`src/logic/fhrf_pkg.sv`:
```
`default_nettype none
package fhrf_pkg;
    // Register offsets on the three-bit host address.
    localparam logic [2:0] FHRF_OFS_STAT_A = 3'h0;
    localparam logic [2:0] FHRF_OFS_STAT_B = 3'h1;
    localparam logic [2:0] FHRF_OFS_DOUT   = 3'h2;
    localparam logic [2:0] FHRF_OFS_TAPE   = 3'h3;
    localparam logic [2:0] FHRF_OFS_MSR_DR = 3'h4;
    localparam logic [2:0] FHRF_OFS_DATA   = 3'h5;
    localparam logic [2:0] FHRF_OFS_DI_CC  = 3'h7;

    // Field positions of the data rate and configuration control writes.
    localparam int FHRF_DR_SWRST_BIT  = 7;
    localparam int FHRF_DR_PDOWN_BIT  = 6;
    localparam int FHRF_DR_PC_LSB     = 2;
    localparam int FHRF_CC_NO_PRECOMP_FLAG_BIT = 2;

    // Reset values.
    localparam logic [7:0] FHRF_DOUT_RST = 8'h00;
    localparam logic [1:0] FHRF_RATE_RST = 2'h0;
    localparam logic [7:0] FHRF_UNDRIVEN = 8'hFF;

    // Rate codes and extension code for the fast tape rate.
    localparam logic [1:0] FHRF_RATE_500K = 2'h0;
    localparam logic [1:0] FHRF_RATE_300K = 2'h1;
    localparam logic [1:0] FHRF_RATE_250K = 2'h2;
    localparam logic [1:0] FHRF_RATE_1M   = 2'h3;
    localparam logic [1:0] FHRF_EXT_2M    = 2'h2;

    // Precompensation delays in units of 10 ps.
    localparam logic [15:0] FHRF_PC_STEP    = 16'h1047; // 41.67 ns.
    localparam logic [15:0] FHRF_PC_STEP_2M = 16'h0820; // 20.8 ns.
    localparam logic [15:0] FHRF_PC_DEF     = 16'h30D4; // 125 ns.
    localparam logic [2:0]  FHRF_PC_DEFAULT = 3'h0;
    localparam logic [2:0]  FHRF_PC_OFF     = 3'h7;

    // Register compatibility modes; Gray order along the usual path.
    typedef enum logic [1:0] {
        FHRF_MODE_AT  = 2'b00,
        FHRF_MODE_EXT = 2'b01,
        FHRF_MODE_ALT = 2'b11
    } fhrf_mode_t;

    // Termination code of result status byte zero.
    typedef enum logic [1:0] {
        FHRF_TERM_NORMAL   = 2'b00,
        FHRF_TERM_ABNORMAL = 2'b01,
        FHRF_TERM_INVALID  = 2'b10,
        FHRF_TERM_READY    = 2'b11
    } fhrf_term_t;

    // Digital output register layout.
    typedef struct packed {
        logic [3:0] motor_en;
        logic       dma_gate_enable;
        logic       ctrl_run_n;
        logic [1:0] drive_sel;
    } fhrf_dout_t;

    // Sequencer state shown in the main status register.
    typedef struct packed {
        logic       port_ready;
        logic       to_host;
        logic       exec_phase;
        logic       busy;
        logic [3:0] seek_busy;
    } fhrf_seq_stat_t;

    // Result status byte zero sources.
    typedef struct packed {
        fhrf_term_t term;
        logic       seek_end;
        logic       equip_check;
        logic       head;
        logic [1:0] drive;
    } fhrf_st0_info_t;

    // Result status byte two flags, bit 6 down to bit 0.
    typedef struct packed {
        logic control_mark_flag;
        logic data_crc_error;
        logic wrong_cylinder_flag;
        logic scan_hit;
        logic scan_unmet_flag;
        logic bad_cylinder_flag;
        logic missing_data_mark;
    } fhrf_st2_flags_t;
endpackage : fhrf_pkg
`default_nettype wire

```
`src/logic/fhrf_regs.sv`:
```
// Behaviour
// - Alternate mode: SB bit 4 is inverse of write-data copy latched on rising edge.
// - Alternate mode: SB bit 3 inverse latched read data, bit 2 inverse latched gate.
// - Alternate mode: SB bits 1 and 0 are drive D and C select levels.
// - Digital output register is write-only at offset 2, cleared by master reset.
// - Tape register holds only bits 1:0 unless three-mode is enabled.
// - Three-mode: tape bits 7:6 and 3:2 copy media and boot configuration bits.
// - Three-mode: tape bits 5:4 give drive type of last selected drive.
// - Tape select 00 means none, 01..11 drives 1..3; drive 0 never tape.
// - Data rate follows latest write to offset 4 or offset 7.
// - Rate register bit 7 is software reset, bit 6 is power-down.
// - Precomp code: 000 default, 001..110 steps of 41.67 ns (20.8 ns at fast tape rate), 111 off.
// - Rate codes 500K,300K,250K,1M; reduced current high for codes 00 and 11.
// - Fast tape rate only with rate 01 and extension bits 10.
// - Data port passes bytes; FIFO stays disabled after reset until configured.
// - Status zero termination: 01 abnormal, 10 invalid, 11 ready changed.
// - Status two flags address mark, cylinder, scan, CRC, control mark; bit 7 zero.
// - Basic mode input register read drives only bit 7, inverse disk change.
// - Extended input read: inverse change, ones, rate, low density flag.
// - Alternate input read: change level, ones, DMA enable, no-precomp, rate.
// - Config control is write-only, sets rate; alternate mode stores no-precomp bit.
// - Extended mode: SB bit 5 shows drive select bit 0.
//
// Decided for this implementation: the strobed register port.
`default_nettype none
module fhrf_regs (
    input  wire logic                      core_clk_i,
    input  wire logic                      rst_i,
    input  wire logic [2:0]                addr_i,
    input  wire logic [7:0]                wdata_i,
    input  wire logic                      wr_i,
    input  wire logic                      rd_i,
    output logic      [7:0]                rdata_o,
    output logic      [7:0]                rdata_en_n_o,
    input  wire fhrf_pkg::fhrf_mode_t      mode_i,
    input  wire logic                      three_mode_enable_i,
    input  wire logic [7:0]                drive_type_config_i,
    input  wire logic [3:0]                media_boot_config_i,
    input  wire logic                      rate_ext_hi_i,
    input  wire logic                      rate_ext_lo_i,
    input  wire logic                      write_data_out_i,
    input  wire logic                      write_gate_out_i,
    input  wire logic                      drive_d_select_n_i,
    input  wire logic                      drive_c_select_n_i,
    input  wire logic                      read_data_in_i,
    input  wire logic                      disk_change_in_n_i,
    input  wire fhrf_pkg::fhrf_seq_stat_t  seq_stat_i,
    input  wire logic [7:0]                result_byte_i,
    input  wire logic                      fifo_config_i,
    input  wire logic                      fifo_config_en_i,
    input  wire logic                      status_load_i,
    input  wire fhrf_pkg::fhrf_st0_info_t  st0_info_i,
    input  wire fhrf_pkg::fhrf_st2_flags_t st2_flags_i,
    output fhrf_pkg::fhrf_dout_t           dout_o,
    output logic      [1:0]                tape_sel_o,
    output logic      [1:0]                rate_code_o,
    output logic      [2:0]                precomp_code_o,
    output logic      [15:0]               precomp_delay_o,
    output logic                           power_down_o,
    output logic                           ctrl_reset_o,
    output logic                           reduced_write_current_n_o,
    output logic                           tape_2m_o,
    output logic                           fifo_enable_o,
    output logic                           cmd_wr_o,
    output logic      [7:0]                cmd_byte_o,
    output logic                           result_rd_o,
    output logic      [7:0]                result_status_zero_o,
    output logic      [7:0]                result_status_two_o
);
    typedef struct packed {
        fhrf_pkg::fhrf_dout_t dout;
        logic [1:0]  tsel;
        logic [1:0]  rate;
        logic [2:0]  pc;
        logic [15:0] pc_delay;
        logic        pdown;
        logic        no_precomp_flag;
        logic        fifo_on;
        logic        swrst;
        logic        wd_lat;
        logic        rd_lat;
        logic        we_lat;
        logic        wd_tog;
        logic        rd_tog;
        logic        wd_prev;
        logic        rd_prev;
        logic        we_prev;
        logic [7:0]  rdata;
        logic [7:0]  rdata_en_n;
        logic        cmd_wr;
        logic [7:0]  cmd_byte;
        logic        res_rd;
        logic [7:0]  st0;
        logic [7:0]  st2;
        logic        rwc_n;
        logic        tape2m;
    } fhrf_regs_st_t;

    fhrf_regs_st_t st_ff;
    fhrf_regs_st_t nxt_st;
    logic [1:0]    pin_sync;
    logic          rdata_pin;
    logic          dskchg_n;

    // High density rates are 500K and 1M.
    function automatic logic fhrf_high_dens(input logic [1:0] rate);
        fhrf_high_dens = (rate == fhrf_pkg::FHRF_RATE_500K) || (rate == fhrf_pkg::FHRF_RATE_1M);
    endfunction : fhrf_high_dens

    // Precompensation delay in 10 ps units; fast tape uses half steps.
    function automatic logic [15:0] fhrf_pc_delay(input logic [2:0] code,
                                                  input logic [1:0] rate,
                                                  input logic       fast);
        logic [15:0] step;
        step = fast ? fhrf_pkg::FHRF_PC_STEP_2M : fhrf_pkg::FHRF_PC_STEP;
        if (code == fhrf_pkg::FHRF_PC_OFF) begin
            fhrf_pc_delay = 16'h0000;
        end else if (code != fhrf_pkg::FHRF_PC_DEFAULT) begin
            fhrf_pc_delay = 16'((32'(code) * 32'(step)));
        end else if (fast) begin
            fhrf_pc_delay = fhrf_pkg::FHRF_PC_STEP_2M;
        end else if (rate == fhrf_pkg::FHRF_RATE_1M) begin
            fhrf_pc_delay = fhrf_pkg::FHRF_PC_STEP;
        end else begin
            fhrf_pc_delay = fhrf_pkg::FHRF_PC_DEF;
        end
    endfunction : fhrf_pc_delay

    // Read data and disk change come from the drive cable, unrelated to our clock.
    fhrf_sync2 #(
        .W (2)
    ) u_pin_sync (
        .core_clk_i (core_clk_i),
        .rst_i      (rst_i),
        .async_i    ({read_data_in_i, disk_change_in_n_i}),
        .sync_o     (pin_sync)
    );
    assign rdata_pin = pin_sync[1];
    assign dskchg_n  = pin_sync[0];

    // All register state advances here; reset is synchronous and loads constants.
    always_comb begin
        logic wr_dr;
        logic wr_cc;
        nxt_st            = st_ff;
        wr_dr             = wr_i && (addr_i == fhrf_pkg::FHRF_OFS_MSR_DR);
        wr_cc             = wr_i && (addr_i == fhrf_pkg::FHRF_OFS_DI_CC);
        nxt_st.cmd_wr     = 1'b0;
        nxt_st.res_rd     = 1'b0;
        nxt_st.swrst      = 1'b0;
        nxt_st.rdata      = 8'h00;
        nxt_st.rdata_en_n = fhrf_pkg::FHRF_UNDRIVEN;

        // Pin edge tracking; latches hold until reset, toggles flip per rising edge.
        nxt_st.wd_prev = write_data_out_i;
        nxt_st.rd_prev = rdata_pin;
        nxt_st.we_prev = write_gate_out_i;
        if (write_data_out_i && !st_ff.wd_prev) begin
            nxt_st.wd_lat = 1'b1;
            nxt_st.wd_tog = !st_ff.wd_tog;
        end
        if (rdata_pin && !st_ff.rd_prev) begin
            nxt_st.rd_lat = 1'b1;
            nxt_st.rd_tog = !st_ff.rd_tog;
        end
        if (write_gate_out_i && !st_ff.we_prev) begin
            nxt_st.we_lat = 1'b1;
        end

        // Register writes.
        if (wr_i && (addr_i == fhrf_pkg::FHRF_OFS_DOUT)) begin
            nxt_st.dout = wdata_i;
        end
        if (wr_i && (addr_i == fhrf_pkg::FHRF_OFS_TAPE)) begin
            nxt_st.tsel = wdata_i[1:0];
        end
        if (wr_dr) begin
            nxt_st.rate  = wdata_i[1:0];
            nxt_st.pc    = wdata_i[fhrf_pkg::FHRF_DR_PC_LSB +: 3];
            nxt_st.pdown = wdata_i[fhrf_pkg::FHRF_DR_PDOWN_BIT];
            nxt_st.swrst = wdata_i[fhrf_pkg::FHRF_DR_SWRST_BIT];
        end
        if (wr_cc) begin
            nxt_st.rate = wdata_i[1:0];
            if (mode_i == fhrf_pkg::FHRF_MODE_ALT) begin
                nxt_st.no_precomp_flag = wdata_i[fhrf_pkg::FHRF_CC_NO_PRECOMP_FLAG_BIT];
            end
        end

        // Data port: bytes pass straight to and from the sequencer.
        if (wr_i && (addr_i == fhrf_pkg::FHRF_OFS_DATA)) begin
            nxt_st.cmd_wr   = 1'b1;
            nxt_st.cmd_byte = wdata_i;
        end
        // A configure command rewrites the FIFO enable; software reset drops it.
        if (fifo_config_i) begin
            nxt_st.fifo_on = fifo_config_en_i;
        end
        if (nxt_st.swrst) begin
            nxt_st.fifo_on = 1'b0;
        end

        // Result status bytes are assembled when the sequencer ends a command.
        if (status_load_i) begin
            nxt_st.st0 = {st0_info_i.term, st0_info_i.seek_end, st0_info_i.equip_check,
                          1'b0, st0_info_i.head, st0_info_i.drive};
            nxt_st.st2 = {1'b0, st2_flags_i};
        end

        // Reads: data stands for exactly the cycle after the strobe.
        if (rd_i) begin
            nxt_st.rdata_en_n = 8'h00;
            if (addr_i == fhrf_pkg::FHRF_OFS_STAT_B) begin
                if (mode_i == fhrf_pkg::FHRF_MODE_ALT) begin
                    nxt_st.rdata = {1'b1, st_ff.dout.drive_sel != 2'h1, st_ff.dout.drive_sel != 2'h0,
                                    !st_ff.wd_lat,
                                    !st_ff.rd_lat, !st_ff.we_lat,
                                    drive_d_select_n_i, drive_c_select_n_i};
                end else begin
                    nxt_st.rdata = {2'b11, st_ff.dout.drive_sel[0],
                                    st_ff.wd_tog, st_ff.rd_tog, !write_gate_out_i,
                                    st_ff.dout.motor_en[1:0]};
                end
            end else if (addr_i == fhrf_pkg::FHRF_OFS_TAPE) begin
                if (three_mode_enable_i) begin
                    nxt_st.rdata = {media_boot_config_i[3:2],
                                    drive_type_config_i[2*st_ff.dout.drive_sel +: 2],
                                    media_boot_config_i[1:0], st_ff.tsel};
                end else begin
                    nxt_st.rdata = {6'h00, st_ff.tsel};
                end
            end else if (addr_i == fhrf_pkg::FHRF_OFS_MSR_DR) begin
                nxt_st.rdata = seq_stat_i;
            end else if (addr_i == fhrf_pkg::FHRF_OFS_DATA) begin
                nxt_st.rdata  = result_byte_i;
                nxt_st.res_rd = 1'b1;
            end else if (addr_i == fhrf_pkg::FHRF_OFS_DI_CC) begin
                if (mode_i == fhrf_pkg::FHRF_MODE_AT) begin
                    nxt_st.rdata      = {!dskchg_n, 7'h00};
                    nxt_st.rdata_en_n = 8'h7F;
                end else if (mode_i == fhrf_pkg::FHRF_MODE_EXT) begin
                    nxt_st.rdata = {!dskchg_n, 4'hF, st_ff.rate,
                                    !fhrf_high_dens(st_ff.rate)};
                end else begin
                    nxt_st.rdata = {dskchg_n, 3'h7, st_ff.dout.dma_gate_enable,
                                    st_ff.no_precomp_flag, st_ff.rate};
                end
            end
        end

        // Derived outputs follow the freshly written rate and precomp fields.
        nxt_st.rwc_n    = fhrf_high_dens(nxt_st.rate);
        nxt_st.tape2m   = (nxt_st.rate == fhrf_pkg::FHRF_RATE_300K) &&
                          ({rate_ext_hi_i, rate_ext_lo_i} == fhrf_pkg::FHRF_EXT_2M);
        nxt_st.pc_delay = fhrf_pc_delay(nxt_st.pc, nxt_st.rate, nxt_st.tape2m);

        if (rst_i) begin
            nxt_st            = '0;
            nxt_st.dout       = fhrf_pkg::FHRF_DOUT_RST;
            nxt_st.rate       = fhrf_pkg::FHRF_RATE_RST;
            nxt_st.rdata_en_n = fhrf_pkg::FHRF_UNDRIVEN;
            nxt_st.rwc_n      = 1'b1;
            nxt_st.pc_delay   = fhrf_pkg::FHRF_PC_DEF;
        end
    end

    always_ff @(posedge core_clk_i) begin
        st_ff <= nxt_st;
    end

    // Every output is a state bit; the controller reset pulse comes from the software reset bit only.
    assign dout_o                    = st_ff.dout;
    assign tape_sel_o                = st_ff.tsel;
    assign rate_code_o               = st_ff.rate;
    assign precomp_code_o            = st_ff.pc;
    assign precomp_delay_o           = st_ff.pc_delay;
    assign power_down_o              = st_ff.pdown;
    assign reduced_write_current_n_o = st_ff.rwc_n;
    assign tape_2m_o                 = st_ff.tape2m;
    assign fifo_enable_o             = st_ff.fifo_on;
    assign cmd_wr_o                  = st_ff.cmd_wr;
    assign cmd_byte_o                = st_ff.cmd_byte;
    assign result_rd_o               = st_ff.res_rd;
    assign result_status_zero_o      = st_ff.st0;
    assign result_status_two_o       = st_ff.st2;
    assign rdata_o                   = st_ff.rdata;
    assign rdata_en_n_o              = st_ff.rdata_en_n;
    assign ctrl_reset_o              = st_ff.swrst;
endmodule : fhrf_regs
`default_nettype wire

```
`src/logic/fhrf_sync2.sv`:
```
`default_nettype none
module fhrf_sync2 #(
    parameter int W = 2
) (
    input  wire logic         core_clk_i,
    input  wire logic         rst_i,
    input  wire logic [W-1:0] async_i,
    output logic      [W-1:0] sync_o
);
    typedef struct packed {
        logic [W-1:0] meta;
        logic [W-1:0] stable;
    } fhrf_sync_st_t;

    fhrf_sync_st_t st_ff;
    fhrf_sync_st_t nxt_st;

    // The first stage feeds only the second stage.
    always_comb begin
        nxt_st.meta   = async_i;
        nxt_st.stable = st_ff.meta;
        if (rst_i) begin
            nxt_st = '0;
        end
    end

    always_ff @(posedge core_clk_i) begin
        st_ff <= nxt_st;
    end

    assign sync_o = st_ff.stable;
endmodule : fhrf_sync2
`default_nettype wire

```
`config.mk`:
```
export PLATFORM = sky130hd
export DESIGN_NAME = fhrf_regs
export DESIGN_NICKNAME = d
export VERILOG_FILES = /design/src/logic/fhrf_pkg.sv /design/src/logic/fhrf_regs.sv /design/src/logic/fhrf_sync2.sv
export SDC_FILE = /design/constraint.sdc
export NUM_CORES = 1
export LEC_CHECK = 0
export BUFFER_PORTS_ARGS = -buffer_cell sky130_fd_sc_hd__buf_2
export CAP_MARGIN = 0
export CORE_MARGIN = 2
export CORE_UTILIZATION = 45
export DETAILED_ROUTE_END_ITERATION = 10
export GPL_TIMING_DRIVEN = 0
export PLACE_DENSITY = 0.76
export SYNTH_ARGS = -nofsm -noshare
export SYNTH_HDL_FRONTEND = slang
export SYNTH_SLANG_ARGS = --single-unit
```
`constraint.sdc`:
```
create_clock -name core_clk_i -period 4.5 [get_ports core_clk_i]
set_clock_uncertainty 0.1 [all_clocks]
set_input_delay 0.9 -clock core_clk_i [delete_from_list [all_inputs] [get_ports core_clk_i]]
set_output_delay 0.9 -clock core_clk_i [all_outputs]
set_load 0.03 [all_outputs]
```
==> reports/qor.yml, run 1 <==
post_drt_wl_per_cell_um: 14.1
drt_iter0_drc: 173
rsz0062_at_grt: "no"
setup_ws_ns: 0.244
path_class: "primary input to flop"
relSlewSlack_pct: 37.0
yosysMostFrequentCell: "dfxtp_1"
insertion_delay_ns: 0.36
clock_sinks: 81
rows: 35
synth_commonest_cells: "dfxtp_1, buf_4, nand2_1"
synth-simple-area-share_pct: 17.2
cp-startpoint: "addr_i[1]"
stdcell_area_um2: 5250
track_usage_pct: 20.8
max_clock_freq_ghz: 0.235
synth_area_um2: 4150
ys_seq_area_share_pct: 39.1
critical_path_peak_fanout: 11
synth_top_area_share_pct: 39.1
yosysUniqueCellTypes: 50
die_w_um: 100
place_inst: 738
post-route-min-period_ns: 4.26
antenna_found_initial: 0
vdd_drop_max_uv: 129
synthToLayoutAreaGrowth_pct: 26.5
initial_core_util_pct: 45.5
dp_hpwl_um: 8010
synth_cells: 480
crit_path_cell_trace: "buf_2 -> nand2_1 -> a21oi_2 -> mux2_2 -> ha_1 -> and3b_2 -> or2_4 -> fa_1 -> inv_1 -> ha_1 -> inv_1 -> fa_2 -> nor2b_1 -> o211ai_1 -> o21bai_1 -> xnor2_1 -> nor2_1"
crit_path_end_kind: "flop"
ys_ff_latch: 81
dr_total_vias: 3798
tightest_slew_ns: 0.937
cts_tree: "done"
synth-async-reset-ratio_pct: 0
p_total_uw: 1550
fill_cells: 834
dp_slack_ns: -0.604
grt_pass1_wl_um: 16400
grt_pass1_vias: 3462
synth_top_family_by_area: "simple AND/OR/NAND/NOR gates"
port_buffers: 142
r2r-start: "rate_code_o[0]"
die_h_um: 100
yosys.area.top_type: "dfxtp_1"
post-route-period-util_pct: 94.6
status: "complete, no violations"
synth_compound_area_share_pct: 12.1
hold_class: "flop to flop"
ant_nets: 0
cp_slowest_cell: "fa_1"
vias_per_cell: 5.02
clockBufferDepth: 2
synthFlopType: "dfxtp_1"
drive_above_1_share_pct: 40.2
cpLargestDelayFamily: "adder cells"
routed_wl_um: 10600
syn_area_per_cell_um2: 8.64
post-route-drc-count: 0
yosys_warnings: 0
instances_no_fill: 756
grt_start_max_net_pins: 17
cp_data_arrival_time_ns: 4.39
antenna_cells: 0
hold_violations: 0
placed_area_um2: 5030
drv_cap: 0
synth_xor_area_share_pct: 1.06
nets: 724
cpPeakStageDelay_ns: 0.48
first_pass_iters: 7
synth-edff-count: 0
p_per_area_nw_per_um2: 295
die_area_um2: 10000
synthAdderAreaFrac_pct: 4.65
io_pins: 149
clk_pin_slew_worst_paths_ns: 0.09
yosys-mux-area-fraction_pct: 8.96
gp_congestion: 0.863
cp_num_buf_inv: 3
core_area_um2: 9110
yosys-top-cells-area: "dfxtp_1, buf_4, mux2i_1, nand2_1, nor2_1"
min_from: "u_pin_sync.st_ff[3]"
grt_remaining_overflow: 0
setup_viol: 0
cts_root_buf: "clkbuf_8"
leakage_uw: 0.00254
cts-buffers-inserted: 9
slew_viol_final: 0
fin_util_pct: 57.6
htreeDepth: 3
cp.required_ns: 4.63
crit_path_start_kind: "primary input"
power by group:
part	switching, uW	internal, uW	total, uW	leakage [uW]
Combinational	164	120	284	0.00179
Clock	294	209	503	0.0000844
Sequential	15.4	744	760	0.000662
metrics by stage:
| step | setup TNS, ns | hold WS [ns] |
|---|---|---|
| floorplan | 0 | 0.314 |
| global placement | -1.38 | 0.318 |
| detailed placement | -2.04 | 0.331 |
| CTS | 0 | 0.354 |
| global route | 0 | 0.370 |
| finish | 0 | 0.346 |
what timing repair did:
| action | CTS | global route |
|---|---|---|
| hold buffers | 0 | 0 |
| buffers inserted | 1 | 3 |
| pin swaps | 1 | 3 |
| endpoints found under the setup margin | 3 | 1 |
| gates resized for setup | 2 | 2 |
final timing paths:
check,end,slack (ns),depth (start not counted)
max reg2reg,precomp_delay_o[8],1.02,14
min,u_pin_sync.sync_o[1],0.35,1
max,precomp_delay_o[8],0.24,17
min reg2reg,u_pin_sync.sync_o[1],0.35,1
cell usage in the layout (no fill, tap or decap), types with 13 or more instances in the layout:
master      n
buf_2     144
dfxtp_1    81
buf_4      75
nand2_1    54
nor2_1     48
a21oi_1    32
mux2i_1    24
clkbuf_1   17
inv_1      15
nand3_1    14
o21ai_0    14
nor2b_1    13
sequential cells by signal, summed over array words and instances (netlist names), 3 cells and up:
| signal | flops |
|---|---|
| precomp_code_o | 3 |
| cmd_byte_o | 8 |
| result_status_zero_o | 7 |
| result_status_two_o | 7 |
| rdata_o | 8 |
| dout_o | 8 |
| precomp_delay_o | 14 |
| st_ff | 9 |
metal layers:
metal	global-route usage (%)	share of wire [%]
met1	24.9	41
met2	36.3	49
met3	4.60	7.0
met4	8.43	3.1
met5	0	0
cells by family after synthesis:
family                   count (synthesis)
buffers and inverters                  110
flip-flops                              81
multiplexers                            33
other                                    1
adder cells (fa/ha/maj)                 13
XOR/XNOR                                 5
AND/OR/NAND/NOR                        156
AO/OA/AOI/OAI                           81
area by class of cell:
type | count | area (um2) | area share, %
Multi-Input combinational cell | 294 | 1870 | 35.7
Sequential cell | 81 | 1620 | 30.9
Timing Repair Buffer | 146 | 741 | 14.1
Buffer | 92 | 629 | 12.0
Tap cell | 111 | 139 | 2.65
Clock buffer | 9 | 124 | 2.36
Clock inverter | 7 | 60.1 | 1.14
Inverter | 16 | 60.1 | 1.14
Note: power is estimated with default switching activity, not from simulation.
==> run 2: changes to the inputs <==
--- a/config.mk
+++ b/config.mk
@@ -7,11 +7,11 @@
 export LEC_CHECK = 0
 export BUFFER_PORTS_ARGS = -buffer_cell sky130_fd_sc_hd__buf_2
 export CAP_MARGIN = 0
-export CORE_MARGIN = 2
 export CORE_UTILIZATION = 45
 export DETAILED_ROUTE_END_ITERATION = 10
 export GPL_TIMING_DRIVEN = 0
 export PLACE_DENSITY = 0.76
+export SLEW_MARGIN = 15
 export SYNTH_ARGS = -nofsm -noshare
 export SYNTH_HDL_FRONTEND = slang
 export SYNTH_SLANG_ARGS = --single-unit
==> reports/qor.yml, run 2 (synthesized netlist as in run 1, its figures left out) <==
post-route-min-period_ns: 4.30
stdcell_area_um2: 5260
synthToLayoutAreaGrowth_pct: 26.9
drive_above_1_share_pct: 39.9
rsz0062_at_grt: "no"
violations: "DRC"
grt_remaining_overflow: 0
path_class: "primary input to flop"
io_pins: 149
vdd_drop_max_uv: 154
relSlewSlack_pct: 39.7
critical_path_peak_fanout: 10
rows: 34
die_area_um2: 9600
die_h_um: 98.0
track_usage_pct: 20.6
mostFrequentLayoutCell: "buf_2"
largest_reg_flops: 14
post-route-drc-count: 12
cts_tree: "done"
cp_data_arrival_time_ns: 4.40
drv_cap: 0
tightest_slew_ns: 0.898
crit_path_start_kind: "primary input"
setup_viol: 0
insertion_delay_ns: 0.34
antenna_cells: 0
initial_core_util_pct: 47.1
clk_pin_slew_worst_paths_ns: 0.07
max_clock_freq_ghz: 0.233
ant_nets: 0
slew_viol_final: 0
instances_no_fill: 754
layout_common_cells: "buf_2, dfxtp_1, buf_4"
die_w_um: 98.0
fin_tns_setup_ns: 0
vias_per_cell: 4.92
fill_cells: 811
gp_congestion: 0.884
placed_area_um2: 5030
post-route-period-util_pct: 95.6
place_inst: 735
first_pass_iters: 8
core_area_um2: 8810
hold_buffers: 0
p_per_area_nw_per_um2: 301
routed_wl_um: 10100
port_buffers: 142
status: "finished, violations left"
cts_root_buf: "clkbuf_8"
grt_pass1_wl_um: 16000
p_total_uw: 1580
antenna_found_initial: 0
hold_class: "flop to flop"
nets: 725
clock_sinks: 81
hold_violations: 0
dr_total_vias: 3708
leakage_uw: 0.00256
clockBufferDepth: 2
drt_iter0_drc: 137
grt_start_max_net_pins: 14
hold_ws_ns: 0.341
cts-buffers-inserted: 9
post_drt_wl_per_cell_um: 13.4
grt_pass1_vias: 3350
htreeDepth: 3
crit_path_end_kind: "flop"
dp_hpwl_um: 7960
cp.required_ns: 4.60
-- run 2: per-layer routing --
metal | part of all wire (%) | up-vias | GRT usage, % | wire [um]
met5 | 0 | - | 0 | 0
met4 | 1.1 | 0 | 8.62 | 115
met3 | 6.0 | 10 | 2.43 | 607
met2 | 49 | 125 | 34.3 | 4900
met1 | 44 | 1725 | 27.0 | 4480
li1 | - | 1848 | - | -
-- run 2: path summary, 6_finish.rpt --
| kind | start | endpoint | slack, ns | cells past startpoint |
|---|---|---|---|---|
| worst min-delay path | u_pin_sync.st_ff[2] | u_pin_sync.sync_o[0] | 0.34 | 1 |
| worst max register to register | rate_code_o[0] | precomp_delay_o[8] | 1.13 | 14 |
| worst max-delay path | addr_i[1] | precomp_delay_o[8] | 0.20 | 19 |
| worst min register to register | u_pin_sync.st_ff[2] | u_pin_sync.sync_o[0] | 0.34 | 1 |
-- run 2: layout make-up --
class                      instances  area (um2)  share of cell area [%]
clock buffer                      12         155                    2.95
timing repair buffer             146         741                    14.1
clock inverter                     4        51.3                   0.975
buffer                            93         634                    12.1
sequential                        81        1620                    30.8
multi-input combinational        294        1860                    35.4
tap                              108         135                    2.57
inverter                          16        60.1                    1.14
-- run 2: repair_timing --
item / in CTS / in global routing
setup endpoints to repair: 3 / 2
pin swaps: 1 / 2
resized for setup: 2 / 0
setup buffers: 0 / 4
hold endpoints to repair: 0 / 0
-- run 2: worst max-delay path: stages --
cell      delay, ns
buf_2          0.10
buf_2          0.17
nor2_4         0.12
inv_1          0.05
a21oi_2        0.17
mux2_2         0.39
ha_1           0.23
and3b_2        0.26
or2_4          0.29
fa_1           0.46
inv_1          0.06
ha_1           0.17
inv_1          0.06
fa_1           0.40
nor2b_1        0.13
o211ai_1       0.09
o21bai_1       0.16
xnor2_1        0.13
nor2_1         0.05
-- run 2: where the power goes --
group,switching [uW],internal (uW),leakage [uW]
combinational,163,120,0.00180
sequential,15.0,745,0.000662
clock,254,287,0.000103
-- run 2: metrics by stage --
step | setup WS, ns | util (%)
2_1_floorplan | 0.0163 | -
3_3_place_gp | -0.474 | 57.1
3_5_place_dp | -0.543 | 57.1
4_1_cts | 0.0467 | 59.4
5_1_grt | 0.0327 | 59.8
6_report | 0.200 | 59.8
==> run 3: changes to the inputs <==
--- a/config.mk
+++ b/config.mk
@@ -7,10 +7,12 @@
 export LEC_CHECK = 0
 export BUFFER_PORTS_ARGS = -buffer_cell sky130_fd_sc_hd__buf_2
 export CAP_MARGIN = 0
-export CORE_UTILIZATION = 45
+export CELL_PAD_IN_SITES_DETAIL_PLACEMENT = 2
+export CELL_PAD_IN_SITES_GLOBAL_PLACEMENT = 2
+export CORE_UTILIZATION = 25
 export DETAILED_ROUTE_END_ITERATION = 10
 export GPL_TIMING_DRIVEN = 0
-export PLACE_DENSITY = 0.76
+export PLACE_DENSITY_LB_ADDON = 0.1
 export SLEW_MARGIN = 15
 export SYNTH_ARGS = -nofsm -noshare
 export SYNTH_HDL_FRONTEND = slang
==> reports/qor.yml, run 3 (synthesized netlist as in run 1, its figures left out) <==
tightest_slew_ns: 1.09
slew_viol_final: 0
track_usage_pct: 16.5
clockBufferDepth: 2
instances_no_fill: 861
clk_pin_slew_worst_paths_ns: 0.06
hold_ws_ns: 0.338
largest_reg_flops: 14
port_buffers: 142
drt_iter0_drc: 103
synthToLayoutAreaGrowth_pct: 31.9
layout_common_cells: "buf_2, dfxtp_1, buf_4"
insertion_delay_ns: 0.35
post-route-min-period_ns: 4.32
crit_path_cell_trace: "clkbuf_4 -> nor2_4 -> inv_1 -> a21oi_2 -> mux2_2 -> ha_1 -> and3b_2 -> or2_4 -> fa_1 -> inv_1 -> ha_1 -> inv_1 -> fa_1 -> nor2b_1 -> o211ai_1 -> o21bai_1 -> xnor2_1 -> nor2_1"
post_drt_wl_per_cell_um: 15.7
p_per_area_nw_per_um2: 322
cts-buffers-inserted: 9
htreeDepth: 3
leakage_uw: 0.00259
grt_pass1_wl_um: 21000
antenna_found_initial: 0
p_total_uw: 1760
crit_path_start_kind: "primary input"
die_w_um: 131
grt_pass1_vias: 3943
first_pass_iters: 4
rows: 46
antenna_cells: 0
grt_start_max_net_pins: 16
cp_data_arrival_time_ns: 4.43
setup_viol: 0
io_pins: 149
core_area_um2: 16100
die_h_um: 131
status: "complete, no violations"
dp_hpwl_um: 10700
cts_tree: "done"
placed_area_um2: 5160
path_class: "primary input to flop"
initial_core_util_pct: 25.8
ant_nets: 0
clock_sinks: 81
dp_slack_ns: -0.824
relSlewSlack_pct: 27.0
nets: 724
post-route-period-util_pct: 96.0
max_clock_freq_ghz: 0.231
stdcell_area_um2: 5470
place_inst: 843
crit_top_cell: "inv_1"
critical_path_peak_fanout: 11
setup_ws_ns: 0.178
dr_total_vias: 3758
cts_root_buf: "clkbuf_16"
gp_congestion: 0.780
vdd_drop_max_uv: 168
cpPeakStageDelay_ns: 0.48
crit_path_end_kind: "flop"
post-route-drc-count: 0
hold_violations: 0
drive_above_1_share_pct: 40.0
routed_wl_um: 13500
hold_class: "flop to flop"
grt_remaining_overflow: 0
cp.required_ns: 4.61
vias_per_cell: 4.36
hold_buffers: 0
mostFrequentLayoutCell: "buf_2"
drv_cap: 0
die_area_um2: 17100
cp_slowest_cell: "fa_1"
run 3: final cells by class:
type                            count  area, um2
Inverter                           16       60.1
Sequential cell                    81       1620
Clock inverter                      7       53.8
Fill cell                        1879      10600
Buffer                             92        629
Clock buffer                        9        225
Multi-Input combinational cell    294       1870
Timing Repair Buffer              146        743
Tap cell                          216        270
run 3: metal layers:
metal	routed length (um)	up-vias	GRT usage [%]
li1	-	1849	-
met1	5780	1822	19.7
met2	7010	78	29.4
met3	548	9	3.34
met4	148	0	5.07
met5	0	-	0
run 3: stage by stage:
step	util (%)	setup TNS, ns
floorplan	-	0
global placement	32.1	-2.25
detailed placement	32.1	-3.13
CTS	33.9	0
global route	34.1	-0.00717
finish	34.1	0
run 3: worst paths after layout:
kind                       start              endpoint  slack [ns]  cells after the start
max                    addr_i[1]    precomp_delay_o[8]        0.18                     18
min          u_pin_sync.st_ff[2]  u_pin_sync.sync_o[0]        0.34                      1
max reg2reg       rate_code_o[0]    precomp_delay_o[8]        0.98                     14
min reg2reg  u_pin_sync.st_ff[2]  u_pin_sync.sync_o[0]        0.34                      1
run 3: repair_timing:
item	CTS	global route
buffers inserted	1	3
pin swaps	1	2
endpoints found under the setup margin	4	1
resized for setup	2	2
run 3: worst max-delay path, delay by kind of cell:
family / cells / cell delay, ns
fa+ha+maj: 4 / 1.29
simple gates: 5 / 0.90
xor+xnor: 1 / 0.15
compound gates: 3 / 0.43
mux: 1 / 0.39
buf+inv: 4 / 0.35
run 3: power by group:
group	leakage (uW)	internal [uW]	switching (uW)
sequential	0.000662	745	15.2
combinational	0.00179	120	172
clock	0.000134	380	331
total	0.00259	1250	519
